===== src/rtl/sfa_defs.svh =====
/*
 * Constants for the self-programming access controller: control/status bit
 * positions, command codes, fixed pointer values, register map, op codes.
 * Assumes it is included by bare name from the controller and the bench.
 */
`ifndef SFA_DEFS_SVH
`define SFA_DEFS_SVH

// ----------------------------------------
// control/status bits of the device
// ----------------------------------------
`define SFA_BIT_EN 0
`define SFA_BIT_LOCK 3
`define SFA_BIT_RE 4
`define SFA_BIT_SIG 5
`define SFA_BIT_BUSY 6
`define SFA_CMD_LOCK_SET 8'h09
`define SFA_CMD_LOCK_RD 8'h09
`define SFA_CMD_SIG_RD 8'h21
`define SFA_CMD_RE 8'h11

// ----------------------------------------
// pointer values and data
// ----------------------------------------
`define SFA_Z_LOCK 16'h0001
`define SFA_Z_FLB 16'h0000
`define SFA_Z_FHB 16'h0003
`define SFA_Z_EFB 16'h0002
`define SFA_R0_TOP 2'h3
`define SFA_LOCK_RST 6'h3f
`define SFA_LOW_RST 8'hff

// ----------------------------------------
// op codes
// ----------------------------------------
`define SFA_OP_LOCK_WR 3'h0
`define SFA_OP_LOCK_RD 3'h1
`define SFA_OP_FLB 3'h2
`define SFA_OP_FHB 3'h3
`define SFA_OP_EFB 3'h4
`define SFA_OP_SIG 3'h5
`define SFA_OP_RE 3'h6

// ----------------------------------------
// software register map
// ----------------------------------------
`define SFA_REG_CMD 4'h0
`define SFA_REG_ARG 4'h4
`define SFA_REG_STAT 4'h8
`define SFA_RESP_OK 2'h0
`define SFA_RESP_ERR 2'h2

`endif


===== src/rtl/sfa_pkg.sv =====
/*
 * Types for the self-programming access controller.
 * Assumes sfa_defs.svh is reachable on the include path.
 */
package sfa_pkg;
  typedef enum logic [2:0] {
    ST_IDLE,
    ST_WAIT_EN,
    ST_WAIT_EE,
    ST_ISSUE,
    ST_CAPTURE,
    ST_POLL
  } sfa_state_t;
endpackage


===== src/rtl/sfa_host.sv =====
/*
 * Controller playing the CPU side of the self-programming access logic:
 * software orders lock writes, lock/fuse/signature reads and section
 * re-enable over AXI4-Lite; the controller runs the timed sequence on the
 * device pins. Assumes device pins are synchronous to CLK and that load
 * data is valid the cycle after the load strobe.
 */
// How it works
// - lock-set code then store within four cycles
// - pointer loaded with 0x0001 for lock writes
// - data bits 7 and 6 driven high
// - poll EEPROM busy before control write
// - lock read: pointer 0x0001, load within three
// - pointer 0x0000 returns fuse low byte
// - pointer 0x0003 returns fuse high byte
// - pointer 0x0002 returns extended fuse byte
// - signature select, pointer, load within three
// - wait enable clear, EEPROM clear, then command
// - re-enable section, poll busy until clear
`timescale 1ns/1ps
`include "sfa_defs.svh"

module sfa_host import sfa_pkg::*; (
  // clock and reset
  input wire logic CLK,
  input wire logic RST,
  // axi4-lite write address and data
  input wire logic S_AXI_AWVALID,
  output logic S_AXI_AWREADY,
  input wire logic [3:0] S_AXI_AWADDR,
  input wire logic S_AXI_WVALID,
  output logic S_AXI_WREADY,
  input wire logic [31:0] S_AXI_WDATA,
  input wire logic [3:0] S_AXI_WSTRB,
  // axi4-lite write response
  output logic S_AXI_BVALID,
  input wire logic S_AXI_BREADY,
  output logic [1:0] S_AXI_BRESP,
  // axi4-lite read
  input wire logic S_AXI_ARVALID,
  output logic S_AXI_ARREADY,
  input wire logic [3:0] S_AXI_ARADDR,
  output logic S_AXI_RVALID,
  input wire logic S_AXI_RREADY,
  output logic [31:0] S_AXI_RDATA,
  output logic [1:0] S_AXI_RRESP,
  // device control/status register port
  output logic CTRL_WR,
  output logic [7:0] CTRL_WDATA,
  input wire logic [7:0] CTRL_RDATA,
  // device instruction port
  output logic STORE_STB,
  output logic LOAD_STB,
  output logic [15:0] ZPTR,
  output logic [7:0] LOW_DATA,
  input wire logic [7:0] LOAD_DATA,
  // eeprom status
  input wire logic EEPROM_WRITE_BUSY
);

  // ----------------------------------------
  // helpers
  // ----------------------------------------
  function automatic logic [7:0] ctrl_value(input logic [2:0] op);
    logic [7:0] v;
    v = `SFA_CMD_LOCK_RD;
    if (op == `SFA_OP_LOCK_WR) begin
      v = `SFA_CMD_LOCK_SET;
    end else if (op == `SFA_OP_SIG) begin
      v = `SFA_CMD_SIG_RD;
    end else if (op == `SFA_OP_RE) begin
      v = `SFA_CMD_RE;
    end
    return v;
  endfunction

  function automatic logic [15:0] ptr_value(input logic [2:0] op, input logic [15:0] a);
    logic [15:0] v;
    v = a;
    if (op == `SFA_OP_LOCK_WR || op == `SFA_OP_LOCK_RD) begin
      v = `SFA_Z_LOCK;
    end else if (op == `SFA_OP_FLB) begin
      v = `SFA_Z_FLB;
    end else if (op == `SFA_OP_FHB) begin
      v = `SFA_Z_FHB;
    end else if (op == `SFA_OP_EFB) begin
      v = `SFA_Z_EFB;
    end
    return v;
  endfunction

  function automatic logic is_store(input logic [2:0] op);
    return op == `SFA_OP_LOCK_WR || op == `SFA_OP_RE;
  endfunction

  // ----------------------------------------
  // state
  // ----------------------------------------
  sfa_state_t state_r, state_nxt;
  logic [2:0] op_r;
  logic [15:0] addr_r;
  logic [5:0] lock_r;
  logic [7:0] result_r;
  logic done_r;
  logic [15:0] zptr_r;
  logic [7:0] low_r;
  logic bvalid_r;
  logic [1:0] bresp_r;
  logic rvalid_r;
  logic [31:0] rdata_r;
  logic [1:0] rresp_r;

  // ----------------------------------------
  // bus decode
  // ----------------------------------------
  wire wr_fire = S_AXI_AWVALID && S_AXI_WVALID && !bvalid_r;
  wire rd_fire = S_AXI_ARVALID && !rvalid_r;
  wire wr_cmd = wr_fire && S_AXI_AWADDR == `SFA_REG_CMD && S_AXI_WSTRB[0];
  wire wr_arg = wr_fire && S_AXI_AWADDR == `SFA_REG_ARG;
  wire wr_known = S_AXI_AWADDR == `SFA_REG_CMD || S_AXI_AWADDR == `SFA_REG_ARG;
  wire rd_known = S_AXI_ARADDR == `SFA_REG_CMD || S_AXI_ARADDR == `SFA_REG_ARG
    || S_AXI_ARADDR == `SFA_REG_STAT;
  wire busy = state_r != ST_IDLE;
  // a command while busy is dropped; the bus still answers ok
  wire start = wr_cmd && !busy && S_AXI_WDATA[2:0] <= `SFA_OP_RE;
  wire [31:0] rd_word = S_AXI_ARADDR == `SFA_REG_ARG ? {10'h000, lock_r, addr_r}
    : S_AXI_ARADDR == `SFA_REG_STAT ? {16'h0000, result_r, 6'h00, done_r, busy}
    : S_AXI_ARADDR == `SFA_REG_CMD ? {29'h0000000, op_r} : 32'h00000000;

  assign S_AXI_AWREADY = wr_fire;
  assign S_AXI_WREADY = wr_fire;
  assign S_AXI_ARREADY = rd_fire;
  assign S_AXI_BVALID = bvalid_r;
  assign S_AXI_BRESP = bresp_r;
  assign S_AXI_RVALID = rvalid_r;
  assign S_AXI_RDATA = rdata_r;
  assign S_AXI_RRESP = rresp_r;

  // ----------------------------------------
  // sequence decode
  // ----------------------------------------
  wire en_set = CTRL_RDATA[`SFA_BIT_EN];
  wire rww_busy = CTRL_RDATA[`SFA_BIT_BUSY];
  // write only in the very cycle the eeprom is seen idle
  wire ctrl_go = state_r == ST_WAIT_EE && !EEPROM_WRITE_BUSY;
  wire finish = state_r == ST_CAPTURE
    || (state_r == ST_POLL && !en_set && !(op_r == `SFA_OP_RE && rww_busy));

  assign CTRL_WR = ctrl_go;
  assign CTRL_WDATA = ctrl_value(op_r);
  // instruction goes out the first cycle after the write, inside any window
  assign STORE_STB = state_r == ST_ISSUE && is_store(op_r);
  assign LOAD_STB = state_r == ST_ISSUE && !is_store(op_r);
  assign ZPTR = zptr_r;
  assign LOW_DATA = low_r;

  always_comb begin
    state_nxt = state_r;
    unique case (state_r)
      ST_IDLE: if (start) state_nxt = ST_WAIT_EN;
      ST_WAIT_EN: if (!en_set) state_nxt = ST_WAIT_EE;
      ST_WAIT_EE: if (ctrl_go) state_nxt = ST_ISSUE;
      ST_ISSUE: state_nxt = is_store(op_r) ? ST_POLL : ST_CAPTURE;
      ST_CAPTURE: state_nxt = ST_IDLE;
      ST_POLL: begin
        if (finish) begin
          state_nxt = ST_IDLE;
        end else if (!en_set) begin
          state_nxt = ST_WAIT_EE;
        end
      end
    endcase
  end

  // ----------------------------------------
  // registers
  // ----------------------------------------
  always_ff @(posedge CLK) begin
    if (RST) begin
      state_r <= ST_IDLE;
      op_r <= `SFA_OP_LOCK_RD;
      addr_r <= 16'h0000;
      lock_r <= `SFA_LOCK_RST;
      zptr_r <= 16'h0000;
      low_r <= `SFA_LOW_RST;
      result_r <= 8'h00;
      done_r <= 1'b0;
    end else begin
      state_r <= state_nxt;
      if (start) begin
        op_r <= S_AXI_WDATA[2:0];
        zptr_r <= ptr_value(S_AXI_WDATA[2:0], addr_r);
        low_r <= {`SFA_R0_TOP, lock_r};
      end
      if (wr_arg && !busy) begin
        addr_r <= S_AXI_WDATA[15:0];
        lock_r <= S_AXI_WDATA[21:16];
      end
      if (state_r == ST_CAPTURE) begin
        result_r <= LOAD_DATA;
      end
      // completion wins over the clearing command write
      if (finish) begin
        done_r <= 1'b1;
      end else if (start) begin
        done_r <= 1'b0;
      end
    end
  end

  always_ff @(posedge CLK) begin
    if (RST) begin
      bvalid_r <= 1'b0;
      bresp_r <= `SFA_RESP_OK;
      rvalid_r <= 1'b0;
      rdata_r <= 32'h00000000;
      rresp_r <= `SFA_RESP_OK;
    end else begin
      if (wr_fire) begin
        bvalid_r <= 1'b1;
        bresp_r <= wr_known ? `SFA_RESP_OK : `SFA_RESP_ERR;
      end else if (S_AXI_BREADY) begin
        bvalid_r <= 1'b0;
      end
      if (rd_fire) begin
        rvalid_r <= 1'b1;
        rdata_r <= rd_word;
        rresp_r <= rd_known ? `SFA_RESP_OK : `SFA_RESP_ERR;
      end else if (S_AXI_RREADY) begin
        rvalid_r <= 1'b0;
      end
    end
  end

  // ----------------------------------------
  // checks
  // ----------------------------------------
  property p_lock_store;
    @(posedge CLK) disable iff (RST)
      CTRL_WR && op_r == `SFA_OP_LOCK_WR |-> CTRL_WDATA == `SFA_CMD_LOCK_SET ##1 STORE_STB;
  endproperty
  a_lock_store: assert property (p_lock_store) else $error("lock write not followed by store");

  property p_lock_ptr;
    @(posedge CLK) disable iff (RST)
      STORE_STB && op_r == `SFA_OP_LOCK_WR |-> ZPTR == `SFA_Z_LOCK;
  endproperty
  a_lock_ptr: assert property (p_lock_ptr) else $error("lock write pointer wrong");

  property p_lock_top;
    @(posedge CLK) disable iff (RST)
      STORE_STB && op_r == `SFA_OP_LOCK_WR |-> LOW_DATA[7:6] == `SFA_R0_TOP;
  endproperty
  a_lock_top: assert property (p_lock_top) else $error("lock data top bits not high");

  property p_ee_idle;
    @(posedge CLK) disable iff (RST)
      CTRL_WR |-> !EEPROM_WRITE_BUSY && $past(state_r) != ST_IDLE;
  endproperty
  a_ee_idle: assert property (p_ee_idle) else $error("control write while eeprom busy");

  property p_lock_read;
    @(posedge CLK) disable iff (RST)
      CTRL_WR && op_r == `SFA_OP_LOCK_RD |=> LOAD_STB && ZPTR == `SFA_Z_LOCK ##1 !LOAD_STB;
  endproperty
  a_lock_read: assert property (p_lock_read) else $error("lock read load missing");

  property p_fuse_ptr;
    @(posedge CLK) disable iff (RST)
      LOAD_STB |-> (op_r != `SFA_OP_FLB || ZPTR == `SFA_Z_FLB)
        && (op_r != `SFA_OP_FHB || ZPTR == `SFA_Z_FHB)
        && (op_r != `SFA_OP_EFB || ZPTR == `SFA_Z_EFB);
  endproperty
  a_fuse_ptr: assert property (p_fuse_ptr) else $error("fuse read pointer wrong");

  property p_sig_read;
    @(posedge CLK) disable iff (RST)
      CTRL_WR && op_r == `SFA_OP_SIG |-> CTRL_WDATA[`SFA_BIT_SIG] && CTRL_WDATA[`SFA_BIT_EN]
        ##1 LOAD_STB ##2 (result_r == $past(LOAD_DATA));
  endproperty
  a_sig_read: assert property (p_sig_read) else $error("signature read sequence wrong");

  property p_en_clear;
    @(posedge CLK) disable iff (RST)
      $past(state_r) == ST_WAIT_EN && state_r == ST_WAIT_EE |-> !$past(en_set);
  endproperty
  a_en_clear: assert property (p_en_clear) else $error("command before enable cleared");

  property p_rww_done;
    @(posedge CLK) disable iff (RST)
      $rose(done_r) && op_r == `SFA_OP_RE |-> !$past(rww_busy);
  endproperty
  a_rww_done: assert property (p_rww_done) else $error("re-enable done while section busy");

  property p_fuse_cmd;
    @(posedge CLK) disable iff (RST)
      CTRL_WR && (op_r == `SFA_OP_FLB || op_r == `SFA_OP_FHB || op_r == `SFA_OP_EFB)
        |-> CTRL_WDATA == `SFA_CMD_LOCK_RD ##1 LOAD_STB;
  endproperty
  a_fuse_cmd: assert property (p_fuse_cmd) else $error("fuse read sequence wrong");

  property p_re_cmd;
    @(posedge CLK) disable iff (RST)
      CTRL_WR && op_r == `SFA_OP_RE |-> CTRL_WDATA == `SFA_CMD_RE ##1 STORE_STB;
  endproperty
  a_re_cmd: assert property (p_re_cmd) else $error("re-enable sequence wrong");

  // an instruction outside the window would be an ordinary access
  property p_stb_window;
    @(posedge CLK) disable iff (RST)
      STORE_STB || LOAD_STB |-> $past(CTRL_WR);
  endproperty
  a_stb_window: assert property (p_stb_window) else $error("instruction outside window");

  property p_sig_ptr;
    @(posedge CLK) disable iff (RST)
      LOAD_STB && op_r == `SFA_OP_SIG |-> ZPTR == addr_r;
  endproperty
  a_sig_ptr: assert property (p_sig_ptr) else $error("signature pointer wrong");

  property p_one_wr;
    @(posedge CLK) disable iff (RST)
      CTRL_WR |=> !CTRL_WR;
  endproperty
  a_one_wr: assert property (p_one_wr) else $error("control register written twice");

  c_lock_wr: cover property (@(posedge CLK) disable iff (RST)
    CTRL_WR && op_r == `SFA_OP_LOCK_WR ##1 STORE_STB);
  c_fuse_rd: cover property (@(posedge CLK) disable iff (RST)
    LOAD_STB && op_r == `SFA_OP_FHB);
  c_rww_retry: cover property (@(posedge CLK) disable iff (RST)
    state_r == ST_POLL && op_r == `SFA_OP_RE ##1 state_r == ST_WAIT_EE);
  c_ee_wait: cover property (@(posedge CLK) disable iff (RST)
    state_r == ST_WAIT_EE && EEPROM_WRITE_BUSY);

endmodule


===== config.mk =====
export PLATFORM = sky130hd
export DESIGN_NAME = sfa_host
export DESIGN_NICKNAME = d
export VERILOG_FILES = /design/src/rtl/sfa_pkg.sv /design/src/rtl/sfa_host.sv
export VERILOG_INCLUDE_DIRS = /design/src /design/src/rtl
export SDC_FILE = /design/constraint.sdc
export NUM_CORES = 1
export LEC_CHECK = 0
export ABC_CLOCK_PERIOD_IN_PS = 3690
export BUFFER_PORTS_ARGS = -buffer_cell sky130_fd_sc_hd__buf_2
export CAP_MARGIN = 20
export CORE_UTILIZATION = 40
export DETAILED_ROUTE_END_ITERATION = 10
export GPL_TIMING_DRIVEN = 0
export PLACE_DENSITY = 0.74
export RECOVER_POWER = 50
export SLEW_MARGIN = 10
export SYNTH_ARGS = -nofsm -noshare
export SYNTH_HDL_FRONTEND = slang
export SYNTH_SLANG_ARGS = --single-unit

===== constraint.sdc =====
create_clock -name CLK -period 3.69 [get_ports CLK]
set_input_delay 0.738 -clock CLK [delete_from_list [all_inputs] [get_ports CLK]]
set_output_delay 0.738 -clock CLK [all_outputs]
set_load 0.03 [all_outputs]

==> flow_metrics.env, run 1 <==
export IMPL_drive_above_1_share_pct=21.96
export IMPL_portBuffers=102
export IMPL_status="complete, no violations"
export IMPL_rr_startpoint="S_AXI_BVALID$_SDFFE_PP0P_"
export IMPL_ctsResizeCount=0
export IMPL_drv_slew=0
export IMPL_hold_end="S_AXI_RDATA[18]$_SDFFE_PP0P_"
export IMPL_path_clk_slew_ps=90
export IMPL_cp_arrival_ps=1960
export IMPL_place_hpwl_microns=6706
export IMPL_syn_mean_instance_area_sq_um=9.344
export IMPL_whs_path_depth=2
export IMPL_setup_violations=0
export IMPL_rows=33
export IMPL_synth_area_sq_um=3513
export IMPL_wl_per_cell_microns=14.68
export IMPL_end_kind="primary output"
export IMPL_hold_class="flop to flop"
export IMPL_final_cell_mix="dfxtp_1, clkbuf_1, nor2_1, buf_2, mux2i_1"
export IMPL_synth_area_top_cells="dfxtp_1, mux2i_1, nor2_1, buf_4, a21oi_1"
export IMPL_die_h_microns=95.72
export IMPL_globalRoute_totalOverflow=0
export IMPL_synthArstFlopShare_pct=0
export IMPL_p_per_area_nw_per_um2=427.2
export IMPL_cts_buffers_inserted=9
export IMPL_cts_tree="yes"
export IMPL_final_common_cell="dfxtp_1"
export IMPL_gp_congestion=0.8011
export IMPL_track_usage_pct=20.53
export IMPL_met2_usage_pct=34.11
export IMPL_grt_start_max_net_pins=15
export IMPL_yosysUniqueCellTypes=46
export IMPL_use_met1_pct=26.47
export IMPL_worstMarginPinSlew_ps=760.7
export IMPL_ant_nets=0
export IMPL_startpoint_type="input port"
export IMPL_nFillCells=831
export IMPL_hold_viol=0
export IMPL_fmax_mhz=371.0
export IMPL_vias=3107
export IMPL_start_util_pct=42.12
export IMPL_via_per_inst=5.052
export IMPL_use_met3_pct=3.555
export IMPL_ys_warn_count=0
export IMPL_htreeDepth=3
export IMPL_crit_fanout=10
export IMPL_clockBufferDepth=2
export IMPL_finalNetCount=574
export IMPL_diodes=0
export IMPL_die_width_microns=95.72
export IMPL_synth_flop_cell="dfxtp_1"
export IMPL_ios=144
export IMPL_maxSlewHeadroom_pct=49.28
export IMPL_setup_ws_ps=994.2
export IMPL_min_from="S_AXI_RDATA[18]$_SDFFE_PP0P_"
export IMPL_drtPass1Iterations=4
export IMPL_die_area_sq_um=9162
export IMPL_yosysTopAreaCellShare_pct=48.43
export IMPL_totalWireLength_microns=9029
export IMPL_synth_edf_count=0
export IMPL_seq_area_frac_synth_pct=48.43
export IMPL_cts_root_buffer="clkbuf_8"
export IMPL_synth_seq_cells=85
export IMPL_fin_skew_ps=8.948
export IMPL_timing_rr_end="addr_r[10]$_SDFFE_PP0P_"
export IMPL_post_dp_cell_area_sq_um=4219
export IMPL_post_cts_buffers=0
export IMPL_antenna_found_initial=0
export IMPL_timing_final_crit_share_pct=73.06
export IMPL_ir_drop_mv=0.1747
export IMPL_syn_inst=376
export IMPL_drc_errors=0
export IMPL_cap_violations=0
export IMPL_reg2reg_depth=7
export IMPL_dp_slack_ps=989.8
export IMPL_grt_busiest_layer="met2"
export IMPL_yosys_area_top_type="dfxtp_1"
export IMPL_finalSetupTns_ps=0
export IMPL_p_leak_uw=0.001883
export IMPL_drt_initial_drc_count=110
export IMPL_stdcell_area_sq_um=4367
export IMPL_rsz0062_at_grt="no"
export IMPL_hold_buffers=0
export IMPL_rrSetupSlack_ps=1170
export IMPL_syn2layout_area_growth_pct=24.29
export IMPL_grt_pass1_wl_microns=14080
export IMPL_min_period_ps=2696
export IMPL_cp_required_ps=2950
export IMPL_clock_sinks=85
export IMPL_core_area_sq_um=8341
export IMPL_clock_latency_ps=360
export IMPL_grt_pass1_vias=2879
export IMPL_fin_util_pct=52.36
export IMPL_crit_type="input port to primary output"
cells by family (layout without fill, tap and decap cells):
| group | count (synthesis) | in the layout | share of synthesized area, % |
|---|---|---|---|
| AO/OA/AOI/OAI | 68 | 68 | 13.21 |
| XOR/XNOR | 2 | 2 | 0.4987 |
| buffers and inverters | 49 | 166 | 8.084 |
| flip-flops | 85 | 85 | 48.43 |
| multiplexers | 33 | 33 | 9.402 |
| other | 2 | 19 | 0.2138 |
| AND/OR/NAND/NOR | 137 | 137 | 20.16 |
synthesized netlist by cell type (2+ instances only):
library cell,n
clkbuf_1,12
a211oi_1,4
and3b_1,2
nand2b_1,9
inv_1,5
a221oi_1,8
conb_1,2
o22ai_1,3
nand3_1,14
dfxtp_1,85
a31oi_1,2
buf_1,3
a22oi_1,2
nor4_1,3
buf_2,4
a21oi_1,28
nand2_1,19
buf_4,23
a22o_2,8
nor3_4,2
nor3_1,17
nor2_1,57
mux2i_1,33
a22o_1,6
o21ai_0,4
worst max-delay path by stage:
stage                  start       endpoint  slack [ps]  cells after the start
2_1_floorplan  S_AXI_ARVALID  S_AXI_ARREADY        1450                      4
3_3_place_gp   S_AXI_ARVALID  S_AXI_ARREADY        1010                      6
3_5_place_dp   S_AXI_ARVALID  S_AXI_ARREADY         990                      6
4_1_cts        S_AXI_ARVALID  S_AXI_ARREADY         980                      6
5_1_grt        S_AXI_ARVALID  S_AXI_ARREADY         880                      6
6_report       S_AXI_ARVALID  S_AXI_ARREADY         990                      6
per-layer routing:
metal | vias up | wire length (microns)
li1 | 1537 | -
met1 | 1462 | 4214
met2 | 100 | 4299
met3 | 8 | 443
met4 | 0 | 72
met5 | - | 0
sequential cells by signal, summed over array words and instances (netlist names):
| signal | count |
|---|---|
| addr_r | 16 |
| S_AXI_BRESP | 1 |
| op_r | 3 |
| lock_r | 6 |
| S_AXI_BVALID | 1 |
| LOW_DATA | 6 |
| S_AXI_RRESP | 1 |
| state_r | 3 |
| result_r | 8 |
| S_AXI_RDATA | 22 |
| done_r | 1 |
| S_AXI_RVALID | 1 |
| ZPTR | 16 |
critical path, cell delays in order:
cell and delay, ps:
buf_2 70, nand2b_1 40, clkbuf_1 210, inv_1 190, clkbuf_1 400, buf_2 290
through the flow:
| step | total power, uW | hold slack (ps) | instances |
|---|---|---|---|
| after global routing | 1938 | 479.1 | 615 |
| after detailed placement | 1153 | 444.8 | 600 |
| final | 1865 | 457.1 | 615 |
| after floorplan | 1088 | 426.5 | 393 |
| after global placement | 1150 | 437.3 | 600 |
| after CTS | 1880 | 459.9 | 615 |
area by class of cell:
cell class                      count  area [sq um]  area share [%]
Buffer                             44         255.2           5.845
Clock buffer                       10         137.6           3.152
Clock inverter                      5         83.83           1.920
Inverter                            5         18.77          0.4298
Multi-Input combinational cell    259          1588           36.36
Sequential cell                    85          1702           38.97
Tap cell                          105         131.4           3.009
Timing Repair Buffer              102         450.4           10.32
power by group:
| group | internal [uW] | total [uW] | leakage, uW | switching, uW |
|---|---|---|---|---|
| logic | 63.3 | 195 | 0.00109 | 131 |
| clock network | 398 | 735 | 0.000105 | 337 |
| registers | 928 | 935 | 0.000688 | 6.91 |
| total | 1390 | 1870 | 0.00188 | 475 |
Power figures use the tool's default switching activity.
==> run 2, diff against run 1 <==
--- a/config.mk
+++ b/config.mk
@@ -6,13 +6,14 @@
 export SDC_FILE = /design/constraint.sdc
 export NUM_CORES = 1
 export LEC_CHECK = 0
-export ABC_CLOCK_PERIOD_IN_PS = 3690
+export ABC_AREA = 1
+export ABC_CLOCK_PERIOD_IN_PS = 2200
 export BUFFER_PORTS_ARGS = -buffer_cell sky130_fd_sc_hd__buf_2
 export CAP_MARGIN = 20
 export CORE_UTILIZATION = 40
 export DETAILED_ROUTE_END_ITERATION = 10
 export GPL_TIMING_DRIVEN = 0
-export PLACE_DENSITY = 0.74
+export PLACE_DENSITY = 0.76
 export RECOVER_POWER = 50
 export SLEW_MARGIN = 10
 export SYNTH_ARGS = -nofsm -noshare
==> constraint.sdc (replaced) <==
create_clock -name CLK -period 2.2 [get_ports CLK]
set_input_delay 0.44 -clock CLK [delete_from_list [all_inputs] [get_ports CLK]]
set_output_delay 0.44 -clock CLK [all_outputs]
set_load 0.03 [all_outputs]
==> run 2 against run 1 <==
The flow now finishes with violations (DRC). Synthesized cell count increased by 30%. Cell count increased by 19%. Total power increased by 65%. Highest routed layer unchanged. Clock skew about the same.
==> flow_metrics.env, run 2 <==
export IMPL_synth_compound_area_share_pct=21.14
export IMPL_worstMarginPinSlew_ps=751.0
export IMPL_cp_top_family="buffers and inverters"
export IMPL_totalWireLength_microns=9629
export IMPL_syn_mean_instance_area_sq_um=7.546
export IMPL_crit_cells=4
export IMPL_core_area_sq_um=8806
export IMPL_synth_seq_cells=85
export IMPL_timing_critical_path_to="S_AXI_ARREADY"
export IMPL_setup_violations=0
export IMPL_die_width_microns=97.85
export IMPL_grt_pass1_wl_microns=15390
export IMPL_cp_slowest_stage_delay_ps=330
export IMPL_ys_warn_count=0
export IMPL_ir_drop_mv=0.3064
export IMPL_synth_area_top_cells="dfxtp_1, o21ai_0, a21oi_1, nand2_1, inv_1"
export IMPL_cpMostUsedCell="buf_2"
export IMPL_timing_final_crit_share_pct=93.70
export IMPL_cp_buffers_inverters=3
export IMPL_violations="DRC"
export IMPL_stdcell_area_sq_um=4512
export IMPL_drt_initial_drc_count=188
export IMPL_globalRoute_totalOverflow=0
export IMPL_final_common_cell="dfxtp_1"
export IMPL_synth_adder_area_share_pct=0
export IMPL_yosys_top_cells_count="dfxtp_1, nand2_1, inv_1"
export IMPL_finalNetCount=688
export IMPL_cts_buffers_inserted=9
export IMPL_fmax_mhz=485.1
export IMPL_fin_skew_ps=8.779
export IMPL_crit_fanout=10
export IMPL_syn_inst=487
export IMPL_ctsResizeCount=0
export IMPL_synth_area_sq_um=3675
export IMPL_die_h_microns=97.85
export IMPL_post_cts_buffers=0
export IMPL_ios=144
export IMPL_post_dp_cell_area_sq_um=4399
export IMPL_crit_path_cell_trace="nor2_1, buf_2, buf_2, buf_2"
export IMPL_rr_startpoint="state_r[2]$_SDFFE_PP0P_"
export IMPL_ant_nets=0
export IMPL_synth_simple_gate_area_share_pct=17.81
export IMPL_htreeDepth=3
export IMPL_finalSetupTns_ps=0
export IMPL_end_kind="primary output"
export IMPL_muxShareOfSynthArea_pct=0.2724
export IMPL_yosys_area_top_type="dfxtp_1"
export IMPL_final_cell_mix="dfxtp_1, buf_2, nand2_1"
export IMPL_vias=3554
export IMPL_startpoint_type="flop"
export IMPL_critPathLaunch="S_AXI_RVALID$_SDFFE_PP0P_"
export IMPL_track_usage_pct=20.42
export IMPL_drc_errors=16
export IMPL_fin_util_pct=51.24
export IMPL_holdWs_ps=291.3
export IMPL_cap_violations=0
export IMPL_portBuffers=105
export IMPL_hold_viol=0
export IMPL_yosysTopAreaCellShare_pct=46.31
export IMPL_drive_above_1_share_pct=21.28
export IMPL_synth_xor_area_share_pct=0
export IMPL_clock_latency_ps=360
export IMPL_crit_type="flop to primary output"
export IMPL_min_period_ps=2061
export IMPL_synth_top_family_by_area="compound AO/OA/AOI/OAI gates"
export IMPL_cp_arrival_ps=1620
export IMPL_syn2layout_area_growth_pct=22.78
export IMPL_critPathSlowestCell="dfxtp_1"
export IMPL_cts_tree="yes"
export IMPL_post_synth_top_count_cell="dfxtp_1"
export IMPL_synthArstFlopShare_pct=0
export IMPL_clockBufferDepth=2
export IMPL_grt_pass1_vias=3277
export IMPL_synth_edf_count=0
export IMPL_p_leak_uw=0.002030
export IMPL_hold_buffers=0
export IMPL_seq_area_frac_synth_pct=46.31
export IMPL_clock_sinks=85
export IMPL_via_per_inst=4.849
export IMPL_rrSetupSlack_ps=520
export IMPL_hold_class="input port to flop"
export IMPL_reg2reg_depth=7
export IMPL_drv_slew=0
export IMPL_synth_flop_cell="dfxtp_1"
export IMPL_wl_per_cell_microns=13.14
export IMPL_gp_congestion=0.8563
export IMPL_drtPass1Iterations=8
export IMPL_diodes=0
export IMPL_power_total_uw=3076
export IMPL_p_per_area_nw_per_um2=681.7
export IMPL_maxSlewHeadroom_pct=49.93
export IMPL_rows=34
export IMPL_start_util_pct=41.73
export IMPL_largest_reg_flops=22
export IMPL_grt_start_max_net_pins=17
export IMPL_status="complete, but fails checks"
export IMPL_cts_root_buffer="clkbuf_8"
export IMPL_yosysUniqueCellTypes=29
export IMPL_rsz0062_at_grt="no"
export IMPL_place_hpwl_microns=7383
export IMPL_timing_rr_end="LOW_DATA[3]$_SDFFE_PP1P_"
export IMPL_die_area_sq_um=9575
export IMPL_cp_required_ps=1760
export IMPL_antenna_found_initial=0
export IMPL_path_clk_slew_ps=90
==> run 2: cell count changes in the layout (fill, tap and decap cells not counted), sizes merged, moves of 6 or more <==
cell / change
inv: +62
buf: +11
nand2: +54
nand2b: -9
mux2i: -32
a21oi: +31
a22o: -14
o22ai: +6
o211ai: +13
clkbuf: -9
a221oi: -8
o21ai: +51
nor3: -12
nand3: -6
==> run 2: worst register-to-register path, stage by stage (launching register included) <==
cell	delay, ps
dfxtp_1	420
inv_1	110
nand3_2	110
nor2_1	50
nand2_1	330
clkbuf_1	390
nand2_1	110
o211ai_1	100
==> run 2: logic make-up (layout without fill, tap and decap cells) <==
group / count (synthesis) / in the layout
compound gates: 139 / 139
buf+inv: 110 / 231
flops: 85 / 85
mux: 1 / 1
other cells: 2 / 19
simple gates: 150 / 150
==> run 2: final cells by class <==
class / count / area [sq um]
Clock inverter: 7 / 57.56
Multi-Input combinational cell: 309 / 1503
Inverter: 66 / 247.7
Tap cell: 108 / 135.1
Fill cell: 895 / 4294
Buffer: 44 / 272.8
Sequential cell: 85 / 1702
Timing Repair Buffer: 105 / 470.5
Clock buffer: 9 / 123.9
==> run 2: layer usage <==
| layer | wire, microns | global-route usage (%) | vias up |
|---|---|---|---|
| li1 | - | - | 1809 |
| met5 | 0 | 0 | - |
| met1 | 4086 | 24.49 | 1603 |
| met3 | 701 | 4.152 | 16 |
| met4 | 167 | 7.692 | 0 |
| met2 | 4674 | 35.86 | 126 |
==> run 2: power breakdown <==
part	switching [uW]	internal [uW]	total (uW)
clock	598	423	1020
combinational	309	133	442
sequential	28.1	1580	1610
==> run 2: how the worst min path moves through the flow <==
stage                             start                        to  slack (ps)  depth (start not counted)
3_3_place_gp   result_r[3]$_SDFFE_PP0P_  result_r[3]$_SDFFE_PP0P_         450                          2
4_1_cts                 S_AXI_WDATA[19]    lock_r[3]$_SDFFE_PP1P_         280                          3
6_report                S_AXI_WDATA[20]    lock_r[4]$_SDFFE_PP1P_         290                          3
3_5_place_dp   result_r[4]$_SDFFE_PP0P_  result_r[4]$_SDFFE_PP0P_         450                          2
5_1_grt                 S_AXI_WDATA[20]    lock_r[4]$_SDFFE_PP1P_         290                          3
2_1_floorplan  result_r[0]$_SDFFE_PP0P_  result_r[0]$_SDFFE_PP0P_         430                          2
==> run 2: through the flow <==
stage / std cells / setup WS (ps)
final: 733 / 138.6
after global routing: 733 / 27.23
after CTS: 733 / 123.4
after detailed placement: 717 / 293.7
after global placement: 717 / 291.9
after floorplan: 504 / 296.9
